$ cat src/troc_pkg.sv
// Purpose: constants and carrier types for the receive overhead capture bank
// Assumes: one 50 MHz clock, AHB-Lite register access, word per register
// Notes:   offsets are register indices; byte address is four times the index

package troc_pkg;

  // port replication
  localparam int unsigned PORTS_MAX   = 4;
  localparam logic [10:0] PORT_STRIDE = 11'h200;

  // register indices within one port
  localparam logic [8:0] IDX_MON_BYTE   = 9'h060;
  localparam logic [8:0] IDX_DL_STATUS  = 9'h062;
  localparam logic [8:0] IDX_BIT_CODE   = 9'h063;
  localparam logic [8:0] IDX_SLC_ALIGN  = 9'h064;
  localparam logic [8:0] IDX_SLC_NALIGN = 9'h065;
  localparam logic [8:0] IDX_SLC_SIEVEN = 9'h066;
  localparam logic [8:0] IDX_SI_ODD     = 9'h067;
  localparam logic [8:0] IDX_REM_ALARM  = 9'h068;
  localparam logic [8:0] IDX_SA4_FRAMES = 9'h069;
  localparam logic [8:0] IDX_MON_SELECT = 9'h07E;
  localparam logic [8:0] IDX_T1_FORMAT  = 9'h07F;
  localparam logic [8:0] IDX_MASTER     = 9'h080;
  localparam logic [8:0] IDX_RX_CTRL1   = 9'h081;

  // field positions
  localparam int unsigned MODE_E1_BIT  = 0;
  localparam int unsigned CRC4_EN_BIT  = 3;
  localparam int unsigned SI_BIT       = 7;
  localparam int unsigned RA_BIT       = 5;
  localparam int unsigned SA4_BIT      = 4;

  // t1 framing formats
  localparam logic [1:0] FMT_ESF   = 2'h0;
  localparam logic [1:0] FMT_D4    = 2'h1;
  localparam logic [1:0] FMT_SLC96 = 2'h2;

  // counts and reset values
  localparam logic [5:0] SYNC_MAX  = 6'h3F;
  localparam logic [2:0] BYTE_LAST = 3'h7;
  localparam logic [7:0] RST_BYTE  = 8'h00;
  localparam int unsigned SLC_BITS = 24;

  // decoded overhead from the framer of one port
  typedef struct packed {
    logic       mon_valid;
    logic [4:0] mon_slot;
    logic [2:0] mon_idx;
    logic       mon_bit;
    logic       dl_valid;
    logic       dl_bit;
    logic       mf_start;
    logic       boc_valid;
    logic [5:0] boc_code;
    logic       slc_valid;
    logic       slc_bit;
    logic       slc_end;
    logic       ts0_valid;
    logic       ts0_align;
    logic [3:0] ts0_frame;
    logic [7:0] ts0_byte;
    logic       crc_search;
    logic       cas_search;
    logic       fas_search;
    logic       crc_timeout;
    logic       crc_sync;
  } troc_line_type;

  // stored state of one port
  typedef struct packed {
    logic [7:0]          mon_sh;
    logic [7:0]          mon_r;
    logic [4:0]          mon_sel;
    logic [7:0]          dl_sh;
    logic [2:0]          dl_cnt;
    logic [7:0]          dl_r;
    logic [5:0]          boc_r;
    logic [SLC_BITS-1:0] slc_sh;
    logic [SLC_BITS-1:0] slc_r;
    logic [7:0]          af_r;
    logic [7:0]          naf_r;
    logic [7:0]          si_even;
    logic [7:0]          si_odd;
    logic [7:0]          ra;
    logic [7:0]          sa4;
    logic [5:0]          crc_sync_search_count;
    logic                mode_e1;
    logic                crc4_en;
    logic [1:0]          t1_fmt;
  } troc_port_type;

endpackage : troc_pkg

$ cat src/troc_rx_capture.sv
// Purpose: per-port receive overhead capture registers, read over AHB-Lite
// Assumes: framer strobes synchronous to ref_clk_i; word-only single transfers
// Notes:   zero wait states; read data registered in the data phase
//
// The implementer's own choice: the AHB-Lite slave port.

`timescale 1ns/1ns

module troc_rx_capture #(
  parameter int unsigned NUM_PORTS = troc_pkg::PORTS_MAX
) (
  // clock and reset
  input  wire logic                                    ref_clk_i,
  input  wire logic                                    reset_i,
  // ahb-lite slave
  input  wire logic                                    hsel_i,
  input  wire logic [31:0]                             haddr_i,
  input  wire logic [1:0]                              htrans_i,
  input  wire logic                                    hwrite_i,
  input  wire logic [2:0]                              hsize_i,
  input  wire logic                                    hready_i,
  input  wire logic [31:0]                             hwdata_i,
  output      logic [31:0]                             hrdata_o,
  output      logic                                    hreadyout_o,
  output      logic                                    hresp_o,
  // decoded overhead from the framers
  input  wire troc_pkg::troc_line_type [NUM_PORTS-1:0] line_i
);

  if (NUM_PORTS < 1 || NUM_PORTS > troc_pkg::PORTS_MAX) begin : g_bad_ports
    $error("NUM_PORTS must lie between 1 and PORTS_MAX");
  end

  typedef struct packed {
    troc_pkg::troc_port_type [NUM_PORTS-1:0] port;
    logic                                    wr_pend;
    logic [10:0]                             wr_idx;
    logic [31:0]                             rdata;
  } troc_state_type;

  troc_state_type state_r;
  troc_state_type state_nxt;

  // true when the offset names a register of this bank
  function automatic logic offset_known(input logic [8:0] off);
    case (off)
      troc_pkg::IDX_MON_BYTE,
      troc_pkg::IDX_DL_STATUS,
      troc_pkg::IDX_BIT_CODE,
      troc_pkg::IDX_SLC_ALIGN,
      troc_pkg::IDX_SLC_NALIGN,
      troc_pkg::IDX_SLC_SIEVEN,
      troc_pkg::IDX_SI_ODD,
      troc_pkg::IDX_REM_ALARM,
      troc_pkg::IDX_SA4_FRAMES,
      troc_pkg::IDX_MON_SELECT,
      troc_pkg::IDX_T1_FORMAT,
      troc_pkg::IDX_MASTER,
      troc_pkg::IDX_RX_CTRL1:   offset_known = 1'b1;
      default:                  offset_known = 1'b0;
    endcase
  endfunction : offset_known

  // true when a word index names a built port and a known offset; unmapped ports answer zero
  function automatic logic port_ok(input logic [10:0] idx);
    port_ok = (32'(idx[10:9]) < NUM_PORTS) && offset_known(idx[8:0]);
  endfunction : port_ok

  // read value of one register of one port
  function automatic logic [7:0] read_reg(input troc_pkg::troc_port_type p,
                                          input troc_pkg::troc_line_type l,
                                          input logic [8:0]              off);
    logic [7:0] v;
    v = troc_pkg::RST_BYTE;
    case (off)
      troc_pkg::IDX_MON_BYTE:   v = p.mon_r;
      troc_pkg::IDX_DL_STATUS: begin
        if (p.mode_e1) begin
          // live, nothing latched except the counter
          v = {p.crc_sync_search_count[5:2], p.crc_sync_search_count[0],
               l.crc_search,
               l.cas_search,
               l.fas_search};
        end else begin
          v = p.dl_r;
        end
      end
      troc_pkg::IDX_BIT_CODE:   v = p.mode_e1 ? 8'h00 : {2'h0, p.boc_r};
      troc_pkg::IDX_SLC_ALIGN:  v = p.mode_e1 ? p.af_r  : p.slc_r[7:0];
      troc_pkg::IDX_SLC_NALIGN: v = p.mode_e1 ? p.naf_r : p.slc_r[15:8];
      troc_pkg::IDX_SLC_SIEVEN: v = p.mode_e1 ? p.si_even : p.slc_r[23:16];
      troc_pkg::IDX_SI_ODD:     v = p.si_odd;
      troc_pkg::IDX_REM_ALARM:  v = p.ra;
      troc_pkg::IDX_SA4_FRAMES: v = p.sa4;
      troc_pkg::IDX_MON_SELECT: v = {3'h0, p.mon_sel};
      troc_pkg::IDX_T1_FORMAT:  v = {6'h00, p.t1_fmt};
      troc_pkg::IDX_MASTER:     v = {7'h00, p.mode_e1};
      troc_pkg::IDX_RX_CTRL1:   v = {4'h0, p.crc4_en, 3'h0};
      default:                  v = troc_pkg::RST_BYTE;
    endcase
    read_reg = v;
  endfunction : read_reg

  logic        addr_take;
  logic [10:0] addr_idx;

  // index bits above the bank must be zero to hit a register
  assign addr_take = hsel_i && htrans_i[1] && hready_i;
  assign addr_idx  = haddr_i[12:2];

  always_comb begin
    troc_pkg::troc_port_type p;
    troc_pkg::troc_line_type l;
    logic [7:0]              mon_tmp;
    logic [7:0]              dl_tmp;
    logic [troc_pkg::SLC_BITS-1:0] slc_tmp;
    logic [2:0]              fidx;
    logic [8:0]              woff;
    logic [7:0]              wb;
    p         = '0;
    l         = '0;
    mon_tmp   = '0;
    dl_tmp    = '0;
    slc_tmp   = '0;
    fidx      = '0;
    woff      = '0;
    wb        = '0;
    state_nxt = state_r;

    for (int i = 0; i < NUM_PORTS; i++) begin
      p = state_r.port[i];
      l = line_i[i];

      // host writes reach only the control registers
      woff = state_r.wr_idx[8:0];
      wb   = hwdata_i[7:0];
      if (state_r.wr_pend && 32'(state_r.wr_idx[10:9]) == i) begin
        case (woff)
          troc_pkg::IDX_MON_SELECT: p.mon_sel = wb[4:0];
          troc_pkg::IDX_T1_FORMAT:  p.t1_fmt  = wb[1:0];
          troc_pkg::IDX_MASTER:     p.mode_e1 = wb[troc_pkg::MODE_E1_BIT];
          troc_pkg::IDX_RX_CTRL1:   p.crc4_en = wb[troc_pkg::CRC4_EN_BIT];
          default:                  p.mon_sel = p.mon_sel;
        endcase
      end

      // channel monitor, shared by both modes
      mon_tmp = p.mon_sh;
      if (l.mon_valid && l.mon_slot == p.mon_sel) begin
        mon_tmp[3'(troc_pkg::BYTE_LAST - l.mon_idx)] = l.mon_bit;
        p.mon_sh = mon_tmp;
        if (l.mon_idx == troc_pkg::BYTE_LAST) begin
          p.mon_r = mon_tmp;
        end
      end

      if (!p.mode_e1) begin
        // data link: shift in at the top so the earliest ends lowest
        dl_tmp = p.dl_sh;
        if (l.dl_valid) begin
          dl_tmp   = {l.dl_bit, p.dl_sh[7:1]};
          p.dl_sh  = dl_tmp;
          p.dl_cnt = 3'(p.dl_cnt + 3'h1);
        end
        if (p.t1_fmt == troc_pkg::FMT_D4) begin
          if (l.mf_start) begin
            p.dl_r   = {2'h0, dl_tmp[7:2]};
            p.dl_cnt = 3'h0;
          end
        end else if (l.dl_valid && p.dl_cnt == 3'h0) begin
          p.dl_r = dl_tmp;
        end

        if (l.boc_valid) begin
          p.boc_r = l.boc_code;
        end

        // slc-96: c1 arrives first and lands in bit 0 of the first register
        slc_tmp = p.slc_sh;
        if (l.slc_valid) begin
          slc_tmp  = {l.slc_bit, p.slc_sh[troc_pkg::SLC_BITS-1:1]};
          p.slc_sh = slc_tmp;
        end
        if (p.t1_fmt == troc_pkg::FMT_SLC96 && l.slc_end) begin
          p.slc_r = slc_tmp;
        end
      end else if (l.ts0_valid) begin
        fidx = l.ts0_frame[3:1];
        if (l.ts0_align) begin
          p.af_r          = l.ts0_byte;
          p.si_even[fidx] = l.ts0_byte[troc_pkg::SI_BIT];
        end else begin
          p.naf_r        = l.ts0_byte;
          p.si_odd[fidx] = l.ts0_byte[troc_pkg::SI_BIT];
          p.ra[fidx]     = l.ts0_byte[troc_pkg::RA_BIT];
          p.sa4[fidx]    = l.ts0_byte[troc_pkg::SA4_BIT];
        end
      end

      // clear outranks a coincident timeout: sync has been reached
      if (!p.crc4_en || l.crc_sync) begin
        p.crc_sync_search_count = 6'h00;
      end else if (p.mode_e1 && l.crc_timeout &&
                   p.crc_sync_search_count != troc_pkg::SYNC_MAX) begin
        p.crc_sync_search_count = 6'(p.crc_sync_search_count + 6'h01);
      end

      state_nxt.port[i] = p;
    end

    // write data phase follows the taken address phase
    state_nxt.wr_pend = 1'b0;
    if (addr_take) begin
      state_nxt.wr_pend = hwrite_i && haddr_i[31:13] == 19'h0 && port_ok(addr_idx);
      state_nxt.wr_idx  = addr_idx;
      // read from the updated copy so a write just before is seen
      state_nxt.rdata   = 32'h0;
      if (!hwrite_i && haddr_i[31:13] == 19'h0 && port_ok(addr_idx)) begin
        for (int i = 0; i < NUM_PORTS; i++) begin
          if (32'(addr_idx[10:9]) == i) begin
            state_nxt.rdata = {24'h0, read_reg(state_nxt.port[i], line_i[i],
                                               addr_idx[8:0])};
          end
        end
      end
    end
  end

  always_ff @(posedge ref_clk_i or posedge reset_i) begin
    if (reset_i) begin
      state_r <= '0;
    end else begin
      state_r <= state_nxt;
    end
  end

  assign hrdata_o    = state_r.rdata;
  assign hreadyout_o = 1'b1;
  assign hresp_o     = 1'b0;

endmodule : troc_rx_capture

$ cat config.mk
export PLATFORM = sky130hd
export DESIGN_NAME = troc_rx_capture
export DESIGN_NICKNAME = d
export VERILOG_FILES = /design/src/troc_pkg.sv /design/src/troc_rx_capture.sv
export SDC_FILE = /design/constraint.sdc
export NUM_CORES = 2
export LEC_CHECK = 0
export ABC_CLOCK_PERIOD_IN_PS = 20000
export BUFFER_PORTS_ARGS = -buffer_cell sky130_fd_sc_hd__buf_2
export CORE_MARGIN = 2
export CORE_UTILIZATION = 56
export CTS_BUF_LIST = sky130_fd_sc_hd__clkbuf_4 sky130_fd_sc_hd__clkbuf_8
export DETAILED_ROUTE_END_ITERATION = 16
export GPL_ROUTABILITY_DRIVEN = 0
export PLACE_DENSITY = 0.78
export SYNTH_ARGS = -nofsm -noshare
export SYNTH_HDL_FRONTEND = slang
export SYNTH_SLANG_ARGS = --single-unit
$ cat constraint.sdc
create_clock -name ref_clk_i -period 20 [get_ports ref_clk_i]
set_clock_uncertainty 0.2 [all_clocks]
set_input_delay 3 -clock ref_clk_i [delete_from_list [all_inputs] [get_ports ref_clk_i]]
set_output_delay 3 -clock ref_clk_i [all_outputs]
set_load 0.05 [all_outputs]
==> impl_results.md <==
- Status: completed
- DR pass1 iterations: 6
- Antenna-violating nets left: 0
- Post-CTS Resized: 0
- Avg Vias per Cell: 6.33
- Clk buf depth: 3
- CP Launch Type: input pin
- Worst path required time: 20360 ps
- P&R area growth vs syn: 11.3%
- Vias in the first global route: 25500
- Peak VDD IR: 0.0580 mV
- Number of synthesized flops with an enable pin: 0
- Core ar.: 59000 sq um
- Clock transition at path regs: 60 ps
- Global-route track usage on met2: 47.0%
- First-pass GRT wire length: 149000 um
- Die extent in x: 248 um
- Yosys warns: 0
- Setup TNS: 0 ps
- Die Area: 61600 sq um
- TritonCTS Sinks: 622
- Largest net degree at the start of global routing: 165
- Launch point of the worst reg-to-reg path: state_r[34]$_DFFE_PP0P_
- Root buffer cell: clkbuf_8
- Drt wl/cell: 23.1 um
- Commonest cells post-synth: dfrtp_1, mux2_2, nand2_1
- Pleak: 16.9 nW
- Num rows: 89
- Final hold slack: 270 ps
- Die Ht: 248 um
- Worst Setup SP: hwdata_i[0]
- MaxCap Viol Count: 0
- Mapped Area: 33400 sq um
- PD cells: 80.7 nW/um^2
- Final Max Slew Viols: 0
- Cell taking the most area after synthesis: dfrtp_1
- Period utilization: 35.3%
- Min-delay worst type: reg2reg
- Seq/Total Area, Yosys: 46.6%
- Fillers: 4728
- Maximum net fanout on the critical path: 31
- Max frequency: 0.142 GHz
- Synth Flop Type: dfrtp_1
- Worst-margin pin slew: 1140 ps
- Post-DP HPWL: 68700 um
- CP arrival: 7420 ps
- Residual DRC: 0
- Global routing's busiest layer: met2
- RSZ-0062 raised after global routing: false
- Post-CTS Hold Buffers: 0
- Crit path time final: 7070 ps
- Top cells by area, synth: dfrtp_1, mux2_2, mux2i_1
- Hold Crit Start: state_r[617]$_DFF_PP0_
- Final setup viols: 0
- Vias: 26800
- CP Capture Type: flip-flop
- Met3 Use GR: 8.48%
- Ports: 276
- H-tree depth: 3
- Initial antenna violation count: 16
- Distinct cells, synth: 93
- Cells after Synth: 3217
- Most numerous cell in the Yosys netlist: dfrtp_1
- Met1 Use GR: 42.7%
- Seq cells post-synth: 622
- Asr flop ratio synth: 100%
- GRT Util Overall: 31.5%
- Global route total overflow: 0
- Drt total wl: 97800 um
- Syn avg cell area: 10.4 sq um
- Slew Limit Headroom: 22.0%
- Share of cells above drive strength 1: 27.0%
- Critical Setup Path Class: in2reg
- Clock insertion delay at the later pin of the skew report: 710 ps
- CTS tree: done
- CTS Buf Count: 105
- IO Port Bufs: 212
- DRT iter0 DRCs: 2710
- Post-synth top area share: 46.6%
- Nets@finish: 3624
- Starting Density: 56.6%
- Post-CTS setup buffers: 0
- Final Hold Violating Endpoints: 0
logic make-up after synthesis:
family | synth area share, %
AOI/OAI and AO/OA | 13.9
xor gates and xnor gates | 1.31
adders and majority gates | 0.300
buffers and inverters | 3.83
DFF | 46.6
muxes | 20.2
other | 0.0225
and+or+nand+nor | 13.9
sequential cells by signal (all words and copies together) (netlist names):
name      cells
state_r     614
hrdata_o      8
where the power goes:
group	internal [W]	switching, W
Sequential	0.00138	0.0000709
Clock	0.000664	0.000523
Combinational	0.000155	0.000209
cells in the final DEF (no fill, tap or decap), types with 32 or more instances in the layout:
cell      instances
a211oi_1         53
a21oi_1         214
and2_1           32
buf_2           212
buf_4            52
clkbuf_4         38
clkbuf_8        130
dfrtp_1         622
inv_1            55
mux2_2          416
mux2i_1         199
nand2_1         338
nand3_1          65
nand3b_1         32
nand4_1          33
nor2_1          197
nor3_1           36
o21ai_0         111
area by class of cell:
class,instances,area [sq um],area share [%]
multi-input combinational,2321,16700,45.0
sequential,622,15600,41.9
clock buffer,168,2070,5.58
timing repair buffer,265,1470,3.96
tap,773,967,2.60
inverter,59,225,0.606
clock inverter,15,108,0.289
antenna,10,25.0,0.0673
per-layer routing:
metal  part of all wire [%]  wire length (um)  vias up
met5                  0.082                80        -
met3                    9.8              9590      302
li1                       -                 -    12000
met4                    5.2              5120       14
met2                     44             43000     1243
met1                     41             40000    13200
stage by stage:
stage                     area, sq um  total power (W)  utilization [%]  std cells  worst slack (ps)
after floorplan                 33500          0.00172                -       3241              8310
after global placement          35000          0.00181             59.2       4040             12470
after detailed placement        35000          0.00183             59.2       4040             12400
after CTS                       37200          0.00300             62.9       4223             13110
after global routing            37200          0.00311             63.0       4231             12690
final                           37200          0.00300             63.0       4233             12930
worst paths after layout:
| kind | depth (start not counted) | to | slack (ps) |
|---|---|---|---|
| min in group asynchronous | 3 | state_r[460]$_DFF_PP0_ | 2340 |
| setup reg to reg | 11 | hrdata_o[4]$_DFFE_PP0P_ | 14200 |
| hold / removal | 2 | state_r[617]$_DFF_PP0_ | 270 |
| hold reg to reg | 2 | state_r[617]$_DFF_PP0_ | 270 |
| max in group asynchronous | 5 | state_r[607]$_DFF_PP0_ | 14580 |
| setup / recovery | 13 | hrdata_o[4]$_DFFE_PP0P_ | 12930 |
critical path, cell delays in order:
cell and delay (ps):
buf_2 90, buf_4 260, nand4b_1 240, nor4_1 740, a21o_1 150, buf_4 310, and2_1 700, buf_4 380
a21oi_1 140, a32oi_1 400, nand4_1 130, o311ai_0 680, o31ai_1 170
No activity file was read; power rests on OpenSTA's default activity.
